**config.mk**
```make
export PLATFORM = sky130hd
export DESIGN_NAME = chcal_regs
export DESIGN_NICKNAME = d
export VERILOG_FILES = /design/src/shared/chcal_pkg.sv /design/src/chcal_word_reg.sv /design/src/chcal_rdmux.sv /design/src/chcal_regs.sv
export SDC_FILE = /design/constraint.sdc
export NUM_CORES = 1
export LEC_CHECK = 0
export BUFFER_PORTS_ARGS = -buffer_cell sky130_fd_sc_hd__buf_4
export CAP_MARGIN = 20
export CORE_ASPECT_RATIO = 0.8
export CORE_MARGIN = 3
export CORE_UTILIZATION = 45
export CTS_CLUSTER_DIAMETER = 30
export CTS_CLUSTER_SIZE = 10
export DETAILED_ROUTE_END_ITERATION = 8
export PLACE_DENSITY_LB_ADDON = 0.2
export SLEW_MARGIN = 5
export SYNTH_ARGS = -nofsm -noshare
export SYNTH_HDL_FRONTEND = slang
export SYNTH_SLANG_ARGS = --single-unit
```
**constraint.sdc**
```tcl
create_clock -name mclk_in -period 2.9 [get_ports mclk_in]
set_input_delay 0.58 -clock mclk_in [delete_from_list [all_inputs] [get_ports mclk_in]]
set_output_delay 0.58 -clock mclk_in [all_outputs]
set_load 0.01 [all_outputs]
```
**src/shared/chcal_pkg.sv**
```systemverilog
package chcal_pkg;

	// ======================================================================
	// register bus
	// ======================================================================
	localparam int ADDR_W = 6;
	localparam int DATA_W = 16;

	// ======================================================================
	// register word addresses
	// ======================================================================
	localparam logic [5:0] ADDR_THR_HIGH  = 6'h07;
	localparam logic [5:0] ADDR_THR_LOW   = 6'h08;
	localparam logic [5:0] ADDR_CHANNEL0_CONFIG   = 6'h09;
	localparam logic [5:0] ADDR_OCAL_HIGH = 6'h0a;
	localparam logic [5:0] ADDR_OCAL_LOW  = 6'h0b;
	localparam logic [5:0] ADDR_GCAL_HIGH = 6'h0c;
	localparam logic [5:0] ADDR_GCAL_LOW  = 6'h0d;

	// ======================================================================
	// field positions
	// ======================================================================
	localparam int LOW_BYTE_LSB   = 8;
	localparam int LOW_BYTE_MSB   = 15;
	localparam int COEFF_LSB      = 0;
	localparam int COEFF_MSB      = 3;
	localparam int PHASE_LSB      = 6;
	localparam int PHASE_MSB      = 15;
	localparam int DC_OFF_BIT     = 2;
	localparam int MUX_LSB        = 0;
	localparam int MUX_MSB        = 1;

	// ======================================================================
	// writable masks and reset values
	// ======================================================================
	localparam logic [15:0] MASK_FULL     = 16'hffff;
	localparam logic [15:0] MASK_LOW_BYTE = 16'hff00;
	localparam logic [15:0] MASK_THR_LOW  = 16'hff0f;
	localparam logic [15:0] MASK_CHANNEL0_CONFIG  = 16'hffc7;
	localparam logic [15:0] RST_ZERO      = 16'h0000;
	localparam logic [15:0] RST_GCAL_HIGH = 16'h8000;

	// ======================================================================
	// enumerations
	// ======================================================================
	localparam logic [3:0] COEFF_OFF = 4'h0;

	typedef enum logic [1:0] {
		CHCAL_IN_PINS    = 2'h0,
		CHCAL_IN_SHORT   = 2'h1,
		CHCAL_IN_TEST_P  = 2'h2,
		CHCAL_IN_TEST_N  = 2'h3
	} chcal_input_e;

endpackage

```
**src/chcal_word_reg.sv**
```systemverilog
`timescale 1ns/100ps
// one register word; bits outside the mask never leave their reset value
module chcal_word_reg #(
	parameter logic [15:0] RESET_VAL = 16'h0000,
	parameter logic [15:0] WR_MASK   = 16'hffff
) (
	// clock and reset
	input  wire logic        mclk_in,
	input  wire logic        resetn_in,
	// write port
	input  wire logic        wr_in,
	input  wire logic [15:0] wdata_in,
	// stored value
	output logic      [15:0] value_out
);

	logic [15:0] next_value;

	always_comb begin
		next_value = value_out;
		if (wr_in) begin
			next_value = (wdata_in & WR_MASK) | (RESET_VAL & ~WR_MASK);
		end
	end

	always_ff @(posedge mclk_in) begin
		if (!resetn_in) begin
			value_out <= RESET_VAL;
		end else begin
			value_out <= next_value;
		end
	end

endmodule

```
**src/chcal_rdmux.sv**
```systemverilog
`timescale 1ns/100ps
// registered read path: data stand only in the cycle after the read strobe
module chcal_rdmux (
	// clock and reset
	input  wire logic        mclk_in,
	input  wire logic        resetn_in,
	// request
	input  wire logic        rd_in,
	input  wire logic [5:0]  addr_in,
	// register contents
	input  wire logic [15:0] thr_high_in,
	input  wire logic [15:0] thr_low_in,
	input  wire logic [15:0] cfg_in,
	input  wire logic [15:0] ocal_high_in,
	input  wire logic [15:0] ocal_low_in,
	input  wire logic [15:0] gcal_high_in,
	input  wire logic [15:0] gcal_low_in,
	// answer
	output logic      [15:0] rdata_out
);

	logic [15:0] next_rdata;

	always_comb begin
		next_rdata = 16'h0000;
		if (rd_in) begin
			case (addr_in)
				chcal_pkg::ADDR_THR_HIGH:  next_rdata = thr_high_in;
				chcal_pkg::ADDR_THR_LOW:   next_rdata = thr_low_in;
				chcal_pkg::ADDR_CHANNEL0_CONFIG:   next_rdata = cfg_in;
				chcal_pkg::ADDR_OCAL_HIGH: next_rdata = ocal_high_in;
				chcal_pkg::ADDR_OCAL_LOW:  next_rdata = ocal_low_in;
				chcal_pkg::ADDR_GCAL_HIGH: next_rdata = gcal_high_in;
				chcal_pkg::ADDR_GCAL_LOW:  next_rdata = gcal_low_in;
				// unmapped addresses answer zero
				default:                   next_rdata = 16'h0000;
			endcase
		end
	end

	always_ff @(posedge mclk_in) begin
		if (!resetn_in) begin
			rdata_out <= 16'h0000;
		end else begin
			rdata_out <= next_rdata;
		end
	end

endmodule

```
**src/chcal_regs.sv**
```systemverilog
// The address-and-strobe port was decided locally.
`timescale 1ns/100ps
// ==========================================================================
// channel 0 configuration and calibration register bank
// ==========================================================================
// Contract
// - the upper sixteen threshold bits live in a full read-write word that resets to zero.
// - the threshold low byte sits in bits 15:8 of the next word, read-write, reset zero.
// - bits 3:0 pick the dc-removal coefficient, zero meaning off, reset zero.
// - channel 0 config bits 15:6 hold a signed ten-bit phase delay, reset zero.
// - config bit 2 set turns dc removal off for channel 0 alone, reset zero.
// - config bits 1:0 pick the input: pins, shorted, positive or negative test.
// - offset correction bits 23:8 sit in a full read-write word, reset zero.
// - offset correction bits 7:0 sit in bits 15:8 of the next word, reset zero.
// - gain correction bits 23:8 sit in a read-write word that resets to 8000h.
// - gain correction bits 7:0 sit in bits 15:8 of the next word, reset zero.
module chcal_regs (
	// clock and reset
	input  wire logic        mclk_in,
	input  wire logic        resetn_in,
	// register port
	input  wire logic [5:0]  addr_in,
	input  wire logic [15:0] wdata_in,
	input  wire logic        wr_in,
	input  wire logic        rd_in,
	output logic      [15:0] rdata_out,
	// threshold to the current-detect logic
	output logic      [23:0] cur_detect_limit_out,
	// dc removal to the filter
	output logic      [3:0]  dc_removal_coeff_sel_out,
	output logic             ch0_dc_removal_en_out,
	output logic      [3:0]  ch0_dc_removal_coeff_out,
	// channel 0 datapath controls
	output logic      [9:0]  ch0_phase_delay_out,
	output logic      [1:0]  ch0_input_select_out,
	output logic             ch0_use_pins_out,
	output logic      [23:0] ch0_offset_corr_out,
	output logic      [23:0] ch0_gain_corr_out
);

	// ======================================================================
	// write decode
	// ======================================================================
	logic        wr_thr_high;
	logic        wr_thr_low;
	logic        wr_cfg;
	logic        wr_ocal_high;
	logic        wr_ocal_low;
	logic        wr_gcal_high;
	logic        wr_gcal_low;

	assign wr_thr_high  = wr_in && (addr_in == chcal_pkg::ADDR_THR_HIGH);
	assign wr_thr_low   = wr_in && (addr_in == chcal_pkg::ADDR_THR_LOW);
	assign wr_cfg       = wr_in && (addr_in == chcal_pkg::ADDR_CHANNEL0_CONFIG);
	assign wr_ocal_high = wr_in && (addr_in == chcal_pkg::ADDR_OCAL_HIGH);
	assign wr_ocal_low  = wr_in && (addr_in == chcal_pkg::ADDR_OCAL_LOW);
	assign wr_gcal_high = wr_in && (addr_in == chcal_pkg::ADDR_GCAL_HIGH);
	assign wr_gcal_low  = wr_in && (addr_in == chcal_pkg::ADDR_GCAL_LOW);

	// ======================================================================
	// register words
	// ======================================================================
	logic [15:0] thr_high;
	logic [15:0] thr_low;
	logic [15:0] cfg;
	logic [15:0] ocal_high;
	logic [15:0] ocal_low;
	logic [15:0] gcal_high;
	logic [15:0] gcal_low;

	chcal_word_reg #(
		.RESET_VAL (chcal_pkg::RST_ZERO),
		.WR_MASK   (chcal_pkg::MASK_FULL)
	) u_thr_high (
		.mclk_in   (mclk_in),
		.resetn_in (resetn_in),
		.wr_in     (wr_thr_high),
		.wdata_in  (wdata_in),
		.value_out (thr_high)
	);

	// bits 7:4 masked off so they read zero
	chcal_word_reg #(
		.RESET_VAL (chcal_pkg::RST_ZERO),
		.WR_MASK   (chcal_pkg::MASK_THR_LOW)
	) u_thr_low (
		.mclk_in   (mclk_in),
		.resetn_in (resetn_in),
		.wr_in     (wr_thr_low),
		.wdata_in  (wdata_in),
		.value_out (thr_low)
	);

	// bits 5:3 reserved
	chcal_word_reg #(
		.RESET_VAL (chcal_pkg::RST_ZERO),
		.WR_MASK   (chcal_pkg::MASK_CHANNEL0_CONFIG)
	) u_cfg (
		.mclk_in   (mclk_in),
		.resetn_in (resetn_in),
		.wr_in     (wr_cfg),
		.wdata_in  (wdata_in),
		.value_out (cfg)
	);

	chcal_word_reg #(
		.RESET_VAL (chcal_pkg::RST_ZERO),
		.WR_MASK   (chcal_pkg::MASK_FULL)
	) u_ocal_high (
		.mclk_in   (mclk_in),
		.resetn_in (resetn_in),
		.wr_in     (wr_ocal_high),
		.wdata_in  (wdata_in),
		.value_out (ocal_high)
	);

	chcal_word_reg #(
		.RESET_VAL (chcal_pkg::RST_ZERO),
		.WR_MASK   (chcal_pkg::MASK_LOW_BYTE)
	) u_ocal_low (
		.mclk_in   (mclk_in),
		.resetn_in (resetn_in),
		.wr_in     (wr_ocal_low),
		.wdata_in  (wdata_in),
		.value_out (ocal_low)
	);

	// unity gain after reset
	chcal_word_reg #(
		.RESET_VAL (chcal_pkg::RST_GCAL_HIGH),
		.WR_MASK   (chcal_pkg::MASK_FULL)
	) u_gcal_high (
		.mclk_in   (mclk_in),
		.resetn_in (resetn_in),
		.wr_in     (wr_gcal_high),
		.wdata_in  (wdata_in),
		.value_out (gcal_high)
	);

	chcal_word_reg #(
		.RESET_VAL (chcal_pkg::RST_ZERO),
		.WR_MASK   (chcal_pkg::MASK_LOW_BYTE)
	) u_gcal_low (
		.mclk_in   (mclk_in),
		.resetn_in (resetn_in),
		.wr_in     (wr_gcal_low),
		.wdata_in  (wdata_in),
		.value_out (gcal_low)
	);

	// ======================================================================
	// read path
	// ======================================================================
	chcal_rdmux u_rdmux (
		.mclk_in      (mclk_in),
		.resetn_in    (resetn_in),
		.rd_in        (rd_in),
		.addr_in      (addr_in),
		.thr_high_in  (thr_high),
		.thr_low_in   (thr_low),
		.cfg_in       (cfg),
		.ocal_high_in (ocal_high),
		.ocal_low_in  (ocal_low),
		.gcal_high_in (gcal_high),
		.gcal_low_in  (gcal_low),
		.rdata_out    (rdata_out)
	);

	// ======================================================================
	// datapath controls
	// ======================================================================
	// registered so each output leaves a flip-flop; they trail the word
	// registers by one cycle, which the slow datapath never notices
	logic [23:0] next_limit;
	logic [3:0]  next_coeff_sel;
	logic        next_dc_en;
	logic [3:0]  next_dc_coeff;
	logic [9:0]  next_phase;
	logic [1:0]  next_input_sel;
	logic        next_use_pins;
	logic [23:0] next_ocal;
	logic [23:0] next_gcal;

	always_comb begin
		next_limit = {thr_high,
			thr_low[chcal_pkg::LOW_BYTE_MSB:chcal_pkg::LOW_BYTE_LSB]};
		next_coeff_sel =
			thr_low[chcal_pkg::COEFF_MSB:chcal_pkg::COEFF_LSB];
		// override forces the filter off for this channel only
		next_dc_en = (next_coeff_sel != chcal_pkg::COEFF_OFF)
			&& !cfg[chcal_pkg::DC_OFF_BIT];
		next_dc_coeff = next_dc_en ? next_coeff_sel
			: chcal_pkg::COEFF_OFF;
		next_phase = cfg[chcal_pkg::PHASE_MSB:chcal_pkg::PHASE_LSB];
		next_input_sel = cfg[chcal_pkg::MUX_MSB:chcal_pkg::MUX_LSB];
		next_use_pins = (next_input_sel
			== chcal_pkg::CHCAL_IN_PINS);
		next_ocal = {ocal_high,
			ocal_low[chcal_pkg::LOW_BYTE_MSB:chcal_pkg::LOW_BYTE_LSB]};
		next_gcal = {gcal_high,
			gcal_low[chcal_pkg::LOW_BYTE_MSB:chcal_pkg::LOW_BYTE_LSB]};
	end

	always_ff @(posedge mclk_in) begin
		if (!resetn_in) begin
			cur_detect_limit_out     <= 24'h000000;
			dc_removal_coeff_sel_out <= chcal_pkg::COEFF_OFF;
			ch0_dc_removal_en_out    <= 1'b0;
			ch0_dc_removal_coeff_out <= chcal_pkg::COEFF_OFF;
			ch0_phase_delay_out      <= 10'h000;
			ch0_input_select_out     <= chcal_pkg::CHCAL_IN_PINS;
			ch0_use_pins_out         <= 1'b1;
			ch0_offset_corr_out      <= 24'h000000;
			ch0_gain_corr_out        <= {chcal_pkg::RST_GCAL_HIGH, 8'h00};
		end else begin
			cur_detect_limit_out     <= next_limit;
			dc_removal_coeff_sel_out <= next_coeff_sel;
			ch0_dc_removal_en_out    <= next_dc_en;
			ch0_dc_removal_coeff_out <= next_dc_coeff;
			ch0_phase_delay_out      <= next_phase;
			ch0_input_select_out     <= next_input_sel;
			ch0_use_pins_out         <= next_use_pins;
			ch0_offset_corr_out      <= next_ocal;
			ch0_gain_corr_out        <= next_gcal;
		end
	end

endmodule

```
==> metrics.txt, run 1 <==
die height=118 um; CP required=3.26 ns; FMAX=496 MHz; Post-CTS Hold Fix Bufs=0; RSZ-0062 raised after global routing=false; Slew Limit Headroom=0.492; busiest grt layer=met1; DP HPWL=12.4 mm; Startpoint Class=input port; Pre-antenna DRT Iters=6; Post-synth top flop=dfxtp_1; Core Area=0.0153 mm2; GR Util met3=0.0579; yosys warns=0; CP Max Fanout=16; critical path arrival=2.38 ns; Mapped Cells=673; Post-CTS Resized=0; initial antenna violation count=0; Initial Utilization=0.466; htree depth=4; Synth top cells by count=dfxtp_1, and2_1, nand2_1; CTS sink cnt=199; total gr overflow=0; drt initial violations=509; vias per cell=5.13; Die Wd=147 um; Post-Syn Nets=699; global-route wire length before repair=28.3 mm; Root Buffer=clkbuf_16; clk slew on worst S/H paths=0.07 ns; final hold violation count=0; max-slew violations=0; Skew-Pair Late Insertion Delay=0.43 ns; CTS tree=built; final core utilization=0.572; Clock Tree Buf Depth=2; Seq/Total Area, Yosys=0.560; CP cell instances=buf_4 -> nor4b_4 -> nor2b_1 -> a222oi_1 -> a21oi_1; Seq cells post-synth=199; max-cap violations=0; TritonCTS Buffers=17; Syn-to-layout area delta=22.9%; area of the mapped netlist=0.00711 mm2; top-count cell post-synth=dfxtp_1; mean area per synthesized cell=10.6 um2; Setup Viol. Count Final=0; Worst-Margin Slew=0.760 ns; number of routed nets with antenna violations=0; Final period util=0.695; CP delay by family, top=simple AND/OR/NAND/NOR gates; GR Layer Usage met2=0.296; status=completed; final WL=17.9 mm; Crit path largest cell delay=0.65 ns; GRT Overall Usage=0.208; GR Util met1=0.309; CP endpoint kind=flip-flop; leakage power=3.64 nW; largest net degree at the start of global routing=120; IO Pins=136; post-route minimum period=2.02 ns; share of cells above drive strength 1=0.236; post-synth top area cell=dfxtp_1; die area=0.0174 mm2; worst min-delay path category=input port to flip-flop; Yosys top cell area share=0.560; Clock Skew=0.00678 ns; Area contributors post-synth=dfxtp_1, and2_1, mux2i_1; VDD IR max=0.000433 V; detailed-route DRC error count=0; Inserted Diodes=0; RePlAce Congestion=0.873; I/O Buffers=135; Final #Nets=810; post-CTS setup buffers=0; Crit Path Category=input port to flip-flop; vias in the first global route=5,011; EDFF count, synth=0; pwr dens=595 mW/mm2; synth unique cells=35; Post-synth ARST share=0; Rows=40; WP buf/inv=1; WL/cell=17.8 um; vias=5,160; Fin Setup TNS=0 ns; # fillers=1,324; CP max-delay cell=nor2b_1
## registers in the layout, indices dropped and copies added (netlist names), 8 cells and up
| signal | flops |
|---|---|
| ch0_gain_corr_out | 24 |
| u_ocal_low.value_out | 8 |
| u_gcal_low.value_out | 8 |
| u_cfg.value_out | 13 |
| cur_detect_limit_out | 24 |
| ch0_phase_delay_out | 10 |
| u_gcal_high.value_out | 16 |
| u_thr_high.value_out | 16 |
| ch0_offset_corr_out | 24 |
| u_ocal_high.value_out | 16 |
| u_rdmux.rdata_out | 16 |
| u_thr_low.value_out | 12 |
## layer usage
metal	part of all wire	wire length (um)
met5	0	0
met3	0.085	1530
met1	0.48	8600
met4	0.012	210
met2	0.42	7550
## worst register-to-register path, cell delays in order (launching register included)
cell	delay [ns]
dfxtp_1	0.41
mux2i_1	0.10
o2bb2ai_1	0.37
a222oi_1	0.16
nor2_1	0.11
## per-stage QoR
stage / setup WS, ns / std cells / hold slack (ns) / instance area [um2] / total power, W
finish: 0.883 / 1006 / 0.438 / 8730 / 0.00520
floorplan: 1.08 / 673 / 0.434 / 7110 / 0.00291
detailed placement: 0.454 / 975 / 0.462 / 8170 / 0.00299
CTS: 0.903 / 1006 / 0.422 / 8730 / 0.00524
global placement: 0.624 / 975 / 0.450 / 8170 / 0.00298
global route: 0.746 / 1006 / 0.429 / 8730 / 0.00537
## area by class of cell
class	count	area [um2]	share of cell area
clock buffer	19	433	0.0496
clock inverter	12	130	0.0149
multi-input combinational	423	2840	0.325
sequential	199	3980	0.456
tap	210	263	0.0301
timing repair buffer	143	1090	0.124
## logic make-up after synthesis
group,count (synthesis),share of synthesized area
AO/OA/AOI/OAI,92,0.0993
buffers and inverters,51,0.0403
flip-flops,199,0.560
multiplexers,61,0.0875
AND/OR/NAND/NOR,270,0.213
## final timing paths
| check | slack (ns) | startpoint | endpoint | depth (start not counted) |
|---|---|---|---|---|
| setup / recovery | 0.88 | addr_in[2] | u_rdmux.rdata_out[11]$_SDFF_PN0_ | 5 |
| hold / removal | 0.44 | wdata_in[5] | u_ocal_high.value_out[5]$_SDFFE_PN0P_ | 3 |
| setup reg to reg | 1.68 | u_thr_low.value_out[2]$_SDFFE_PN0P_ | u_rdmux.rdata_out[2]$_SDFF_PN0_ | 4 |
| hold reg to reg | 0.47 | u_gcal_high.value_out[3]$_SDFFE_PN0P_ | u_gcal_high.value_out[3]$_SDFFE_PN0P_ | 2 |
## cell usage in the layout (no fill, tap or decap), types with 2 or more instances in the layout
cell type | synthesis | final
nand2_1 | 77 | 77
clkinv_2 | 0 | 4
a222oi_1 | 10 | 10
mux2_2 | 9 | 9
clkbuf_16 | 0 | 17
a22o_1 | 2 | 2
bufinv_16 | 0 | 2
a21oi_1 | 12 | 12
and2_1 | 93 | 93
a21boi_0 | 28 | 28
o2bb2ai_1 | 11 | 11
buf_4 | 9 | 142
nand3_4 | 2 | 2
and3_1 | 2 | 2
clkbuf_1 | 27 | 2
clkinvlp_4 | 0 | 2
a22oi_1 | 6 | 6
nor2b_1 | 45 | 45
nor2_1 | 6 | 6
clkinv_4 | 0 | 3
dfxtp_1 | 199 | 199
nand3_1 | 35 | 35
a21boi_1 | 20 | 20
mux2i_1 | 52 | 52
## power breakdown
| group | switching [W] | internal [W] | total, W |
|---|---|---|---|
| Clock | 0.00101 | 0.00126 | 0.00227 |
| Combinational | 0.000115 | 0.0000687 | 0.000184 |
| Sequential | 0.00000545 | 0.00274 | 0.00275 |
No activity file was read; power rests on OpenSTA's default activity.
==> inputs of run 2 (changes only) <==
==> constraint.sdc (replaced) <==
create_clock -name mclk_in -period 2 [get_ports mclk_in]
set_input_delay 0.4 -clock mclk_in [delete_from_list [all_inputs] [get_ports mclk_in]]
set_output_delay 0.4 -clock mclk_in [all_outputs]
set_load 0.01 [all_outputs]
==> metrics.txt, run 2 (same netlist as run 1, synthesis figures left out) <==
initial antenna violation count=0; WL/cell=17.7 um; status=completed; drt initial violations=536; WHS=0.255 ns; Clock Tree Buf Depth=2; Final #Nets=821; VDD IR max=0.000559 V; Initial Utilization=0.466; max-slew violations=0; most common cell after layout, fill and taps aside=dfxtp_1; Largest regs=ch0_gain_corr_out: 24 flops, ch0_offset_corr_out: 24 flops, cur_detect_limit_out: 24 flops; multi-input logic area=0.00284 mm2; TritonCTS Buffers=17; total gr overflow=0; reg2reg path depth=4; worst flop-to-flop path endpoint=u_rdmux.rdata_out[2]$_SDFF_PN0_; vias per cell=5.06; Power Total=0.00738 W; Inserted Diodes=0; vias in the first global route=5,119; Hold Crit Depth=3; Syn-to-layout area delta=24.1%; leakage power=3.70 nW; I/O Buffers=135; die height=118 um; Reg area=0.00398 mm2; post-route minimum period=1.35 ns; Inst Count DP=986; FMAX=743 MHz; GRT Overall Usage=0.210; Skew-Pair Late Insertion Delay=0.43 ns; CTS tree=built; number of routed nets with antenna violations=0; post-CTS setup buffers=0; Root Buffer=clkbuf_16; Core Area=0.0153 mm2; post-route design area=0.00882 mm2; most frequent cells in the layout=dfxtp_1, buf_4, and2_1; RSZ-0062 raised after global routing=false; final non-filler cell total=1,017; global-route wire length before repair=28.5 mm; largest net degree at the start of global routing=103; IO Pins=136; CP endpoint kind=flip-flop; CP required=2.30 ns; critical path arrival=1.65 ns; Startpoint Class=input port; RePlAce Congestion=0.890; detailed-route DRC error count=0; Worst-Margin Slew=0.380 ns; DP HPWL=12.8 mm; Slew Limit Headroom=0.746; reg2reg start=u_thr_low.value_out[2]$_SDFFE_PN0P_; Crit Path Category=input port to flip-flop; CTS sink cnt=199; Final period util=0.673; crit path from=addr_in[1]; worst min-delay path category=input port to flip-flop; max-cap violations=0; WHS Endpoint=u_ocal_high.value_out[5]$_SDFFE_PN0P_; worst reg2reg setup slack=0.79 ns; share of cells above drive strength 1=0.243; final WL=18.0 mm; htree depth=4; Die Wd=147 um; Fin Setup TNS=0 ns; die area=0.0174 mm2; Setup Viol. Count Final=0; Pre-antenna DRT Iters=5; vias=5,143; Rows=40; final hold violation count=0; Clock Skew=0.00696 ns; pwr dens=837 mW/mm2; Post-CTS Hold Fix Bufs=0; CP Max Fanout=15; Cell Area, Placed=0.00829 mm2; HP Start=wdata_in[5]; clk slew on worst S/H paths=0.06 ns; Post-CTS Resized=0; # fillers=1,315
run 2: layer usage:
metal / track usage / vias to the layer above / wire length (um)
li1: - / 2512 / -
met1: 0.302 / 2415 / 8640
met2: 0.302 / 198 / 7660
met3: 0.0701 / 18 / 1510
met4: 0.0541 / 0 / 218
met5: 0 / - / 0
run 2: how the worst max path moves through the flow:
stage / end / slack (ns) / depth (start not counted)
final: u_rdmux.rdata_out[11]$_SDFF_PN0_ / 0.65 / 5
after global routing: u_ocal_high.value_out[14]$_SDFFE_PN0P_ / 0.49 / 5
after CTS: rdata_out[14] / 0.66 / 1
after detailed placement: u_ocal_high.value_out[14]$_SDFFE_PN0P_ / 0.23 / 6
after global placement: u_rdmux.rdata_out[7]$_SDFF_PN0_ / 0.31 / 7
after floorplan: u_rdmux.rdata_out[10]$_SDFF_PN0_ / 0.36 / 7
run 2: final cells by class:
class                      count  area share
clock buffer                  23      0.0519
timing repair buffer         154       0.137
sequential                   199       0.451
multi-input combinational    423       0.322
clock inverter                 8     0.00851
tap                          210      0.0298
run 2: through the flow:
stage / utilization / setup WS, ns
final: 0.578 / 0.655
after global routing: 0.578 / 0.491
after CTS: 0.578 / 0.665
after detailed placement: 0.543 / 0.228
after global placement: 0.543 / 0.309
after floorplan: - / 0.364
run 2: worst max-delay path: stages:
cell and delay, ns:
buf_4 0.21, buf_4 0.23, mux2_2 0.37, a222oi_1 0.33, a21oi_1 0.10
run 2: power breakdown:
| part | internal [W] | switching [W] |
|---|---|---|
| registers | 0.00397 | 0.00000830 |
| logic | 0.000111 | 0.000168 |
| clock network | 0.00174 | 0.00139 |
| total | 0.00582 | 0.00156 |
==> inputs of run 3 (changes only) <==
==> constraint.sdc (replaced) <==
create_clock -name mclk_in -period 1.28 [get_ports mclk_in]
set_input_delay 0.256 -clock mclk_in [delete_from_list [all_inputs] [get_ports mclk_in]]
set_output_delay 0.256 -clock mclk_in [all_outputs]
set_load 0.01 [all_outputs]
==> metrics.txt, run 3 (same netlist as run 1, synthesis figures left out) <==
Initial Utilization=0.466; drt initial violations=412; CP required=1.57 ns; # fillers=1,270; status=completed; CTS sink cnt=199; pwr dens=1330 mW/mm2; Root Buffer=clkbuf_16; vias in the first global route=5,185; post-route minimum period=1.25 ns; I/O Buffers=135; Rows=40; Largest regs=ch0_gain_corr_out: 24 flops, ch0_offset_corr_out: 24 flops, cur_detect_limit_out: 24 flops; Core Area=0.0153 mm2; worst flop-to-flop path endpoint=u_rdmux.rdata_out[9]$_SDFF_PN0_; Setup Viol. Count Final=0; share of cells above drive strength 1=0.281; Post-CTS Resized=0; Skew-Pair Late Insertion Delay=0.42 ns; Worst-Margin Slew=0.386 ns; Post-CTS Hold Fix Bufs=0; max-slew violations=0; HP Start=wdata_in[5]; global-route wire length before repair=27.4 mm; Final period util=0.976; Crit path largest cell delay=0.39 ns; Fin Setup TNS=0 ns; FMAX=801 MHz; Hold Crit Depth=3; Startpoint Class=flip-flop; WHS Endpoint=u_ocal_high.value_out[5]$_SDFFE_PN0P_; post-CTS setup buffers=0; leakage power=3.91 nW; largest net degree at the start of global routing=48; pre-CTS setup slack=-0.409 ns; Syn-to-layout area delta=30.1%; GRT Overall Usage=0.199; WHS=0.0997 ns; RSZ-0062 raised after global routing=false; DP HPWL=12.3 mm; clk slew on worst S/H paths=0.07 ns; Inserted Diodes=0; critical path arrival=1.54 ns; final hold violation count=0; CP cell instances=mux2_2 -> a222oi_1 -> a21oi_1; initial antenna violation count=0; Pre-antenna DRT Iters=8; total gr overflow=0; final worst setup slack=0.0312 ns; CP Max Fanout=3; Clock Skew=0.00530 ns; vias=5,320; die height=118 um; CP max-delay cell=a222oi_1; VDD IR max=0.000898 V; detailed-route DRC error count=0; reg2reg start=u_thr_low.value_out[9]$_SDFFE_PN0P_; worst reg2reg setup slack=0.03 ns; die area=0.0174 mm2; IO Pins=136; reg2reg path depth=3; Crit Path Category=flip-flop to flip-flop; WL/cell=16.4 um; Die Wd=147 um; Final #Nets=853; number of routed nets with antenna violations=0; TritonCTS Buffers=17; htree depth=4; CTS tree=built; Inst Count DP=1,017; most frequent cells in the layout=dfxtp_1, buf_4, and2_1; final WL=17.3 mm; worst min-delay path category=input port to flip-flop; final core utilization=0.606; vias per cell=5.07; most common cell after layout, fill and taps aside=dfxtp_1; max-cap violations=0; final non-filler cell total=1,050; RePlAce Congestion=0.829; CP endpoint kind=flip-flop; Slew Limit Headroom=0.743; Clock Tree Buf Depth=2
run 3: changes by cell type in the layout (fill, tap and decap cells not counted), sizes merged:
cell / change
bufinv: +2
clkinvlp: +2
nand3: +1
clkinv: -4
buf: +31
inv: +1
run 3: critical path: cells and delay by family, from the launching register on:
| family | cells | cell delay (ns) |
|---|---|---|
| mux | 1 | 0.26 |
| compound gates | 2 | 0.52 |
| flops | 1 | 0.34 |
run 3: layout make-up:
type / instances / area [um2] / area share
clock inverters: 9 / 138 / 0.0149
repair buffers: 185 / 1500 / 0.162
well taps: 210 / 263 / 0.0284
multi-input cells: 424 / 2880 / 0.311
flip-flops and latches: 199 / 3980 / 0.431
clock buffers: 23 / 488 / 0.0527
run 3: worst max path at each step:
stage,startpoint,to,slack [ns],cells past startpoint
final,u_thr_low.value_out[9]$_SDFFE_PN0P_,u_rdmux.rdata_out[9]$_SDFF_PN0_,0.03,3
after global routing,addr_in[4],u_ocal_high.value_out[15]$_SDFFE_PN0P_,0.001,6
after CTS,addr_in[4],u_thr_low.value_out[3]$_SDFFE_PN0P_,0.04,6
after detailed placement,addr_in[4],u_thr_low.value_out[11]$_SDFFE_PN0P_,-0.41,6
after global placement,addr_in[4],u_rdmux.rdata_out[9]$_SDFF_PN0_,-0.36,6
after floorplan,addr_in[0],u_rdmux.rdata_out[10]$_SDFF_PN0_,-0.18,7
run 3: stage by stage:
step | cell area, um2 | total power, W
after floorplan | 7170 | 0.00660
after global routing | 9250 | 0.0126
after detailed placement | 8610 | 0.00685
after global placement | 8610 | 0.00684
after CTS | 9230 | 0.0124
final | 9250 | 0.0123
run 3: routing by layer:
| layer | global-route usage | share of wire | vias to the layer above | routed length (um) |
|---|---|---|---|---|
| li1 | - | - | 2573 | - |
| met5 | 0 | 0 | - | 0 |
| met2 | 0.324 | 0.47 | 194 | 8070 |
| met4 | 0.0464 | 0.010 | 0 | 179 |
| met3 | 0.0552 | 0.069 | 16 | 1200 |
| met1 | 0.263 | 0.45 | 2537 | 7820 |
run 3: report_power, final:
group / internal, W / switching, W
registers: 0.00621 / 0.0000112
logic: 0.000229 / 0.000270
clock network: 0.00330 / 0.00225
total: 0.00974 / 0.00254
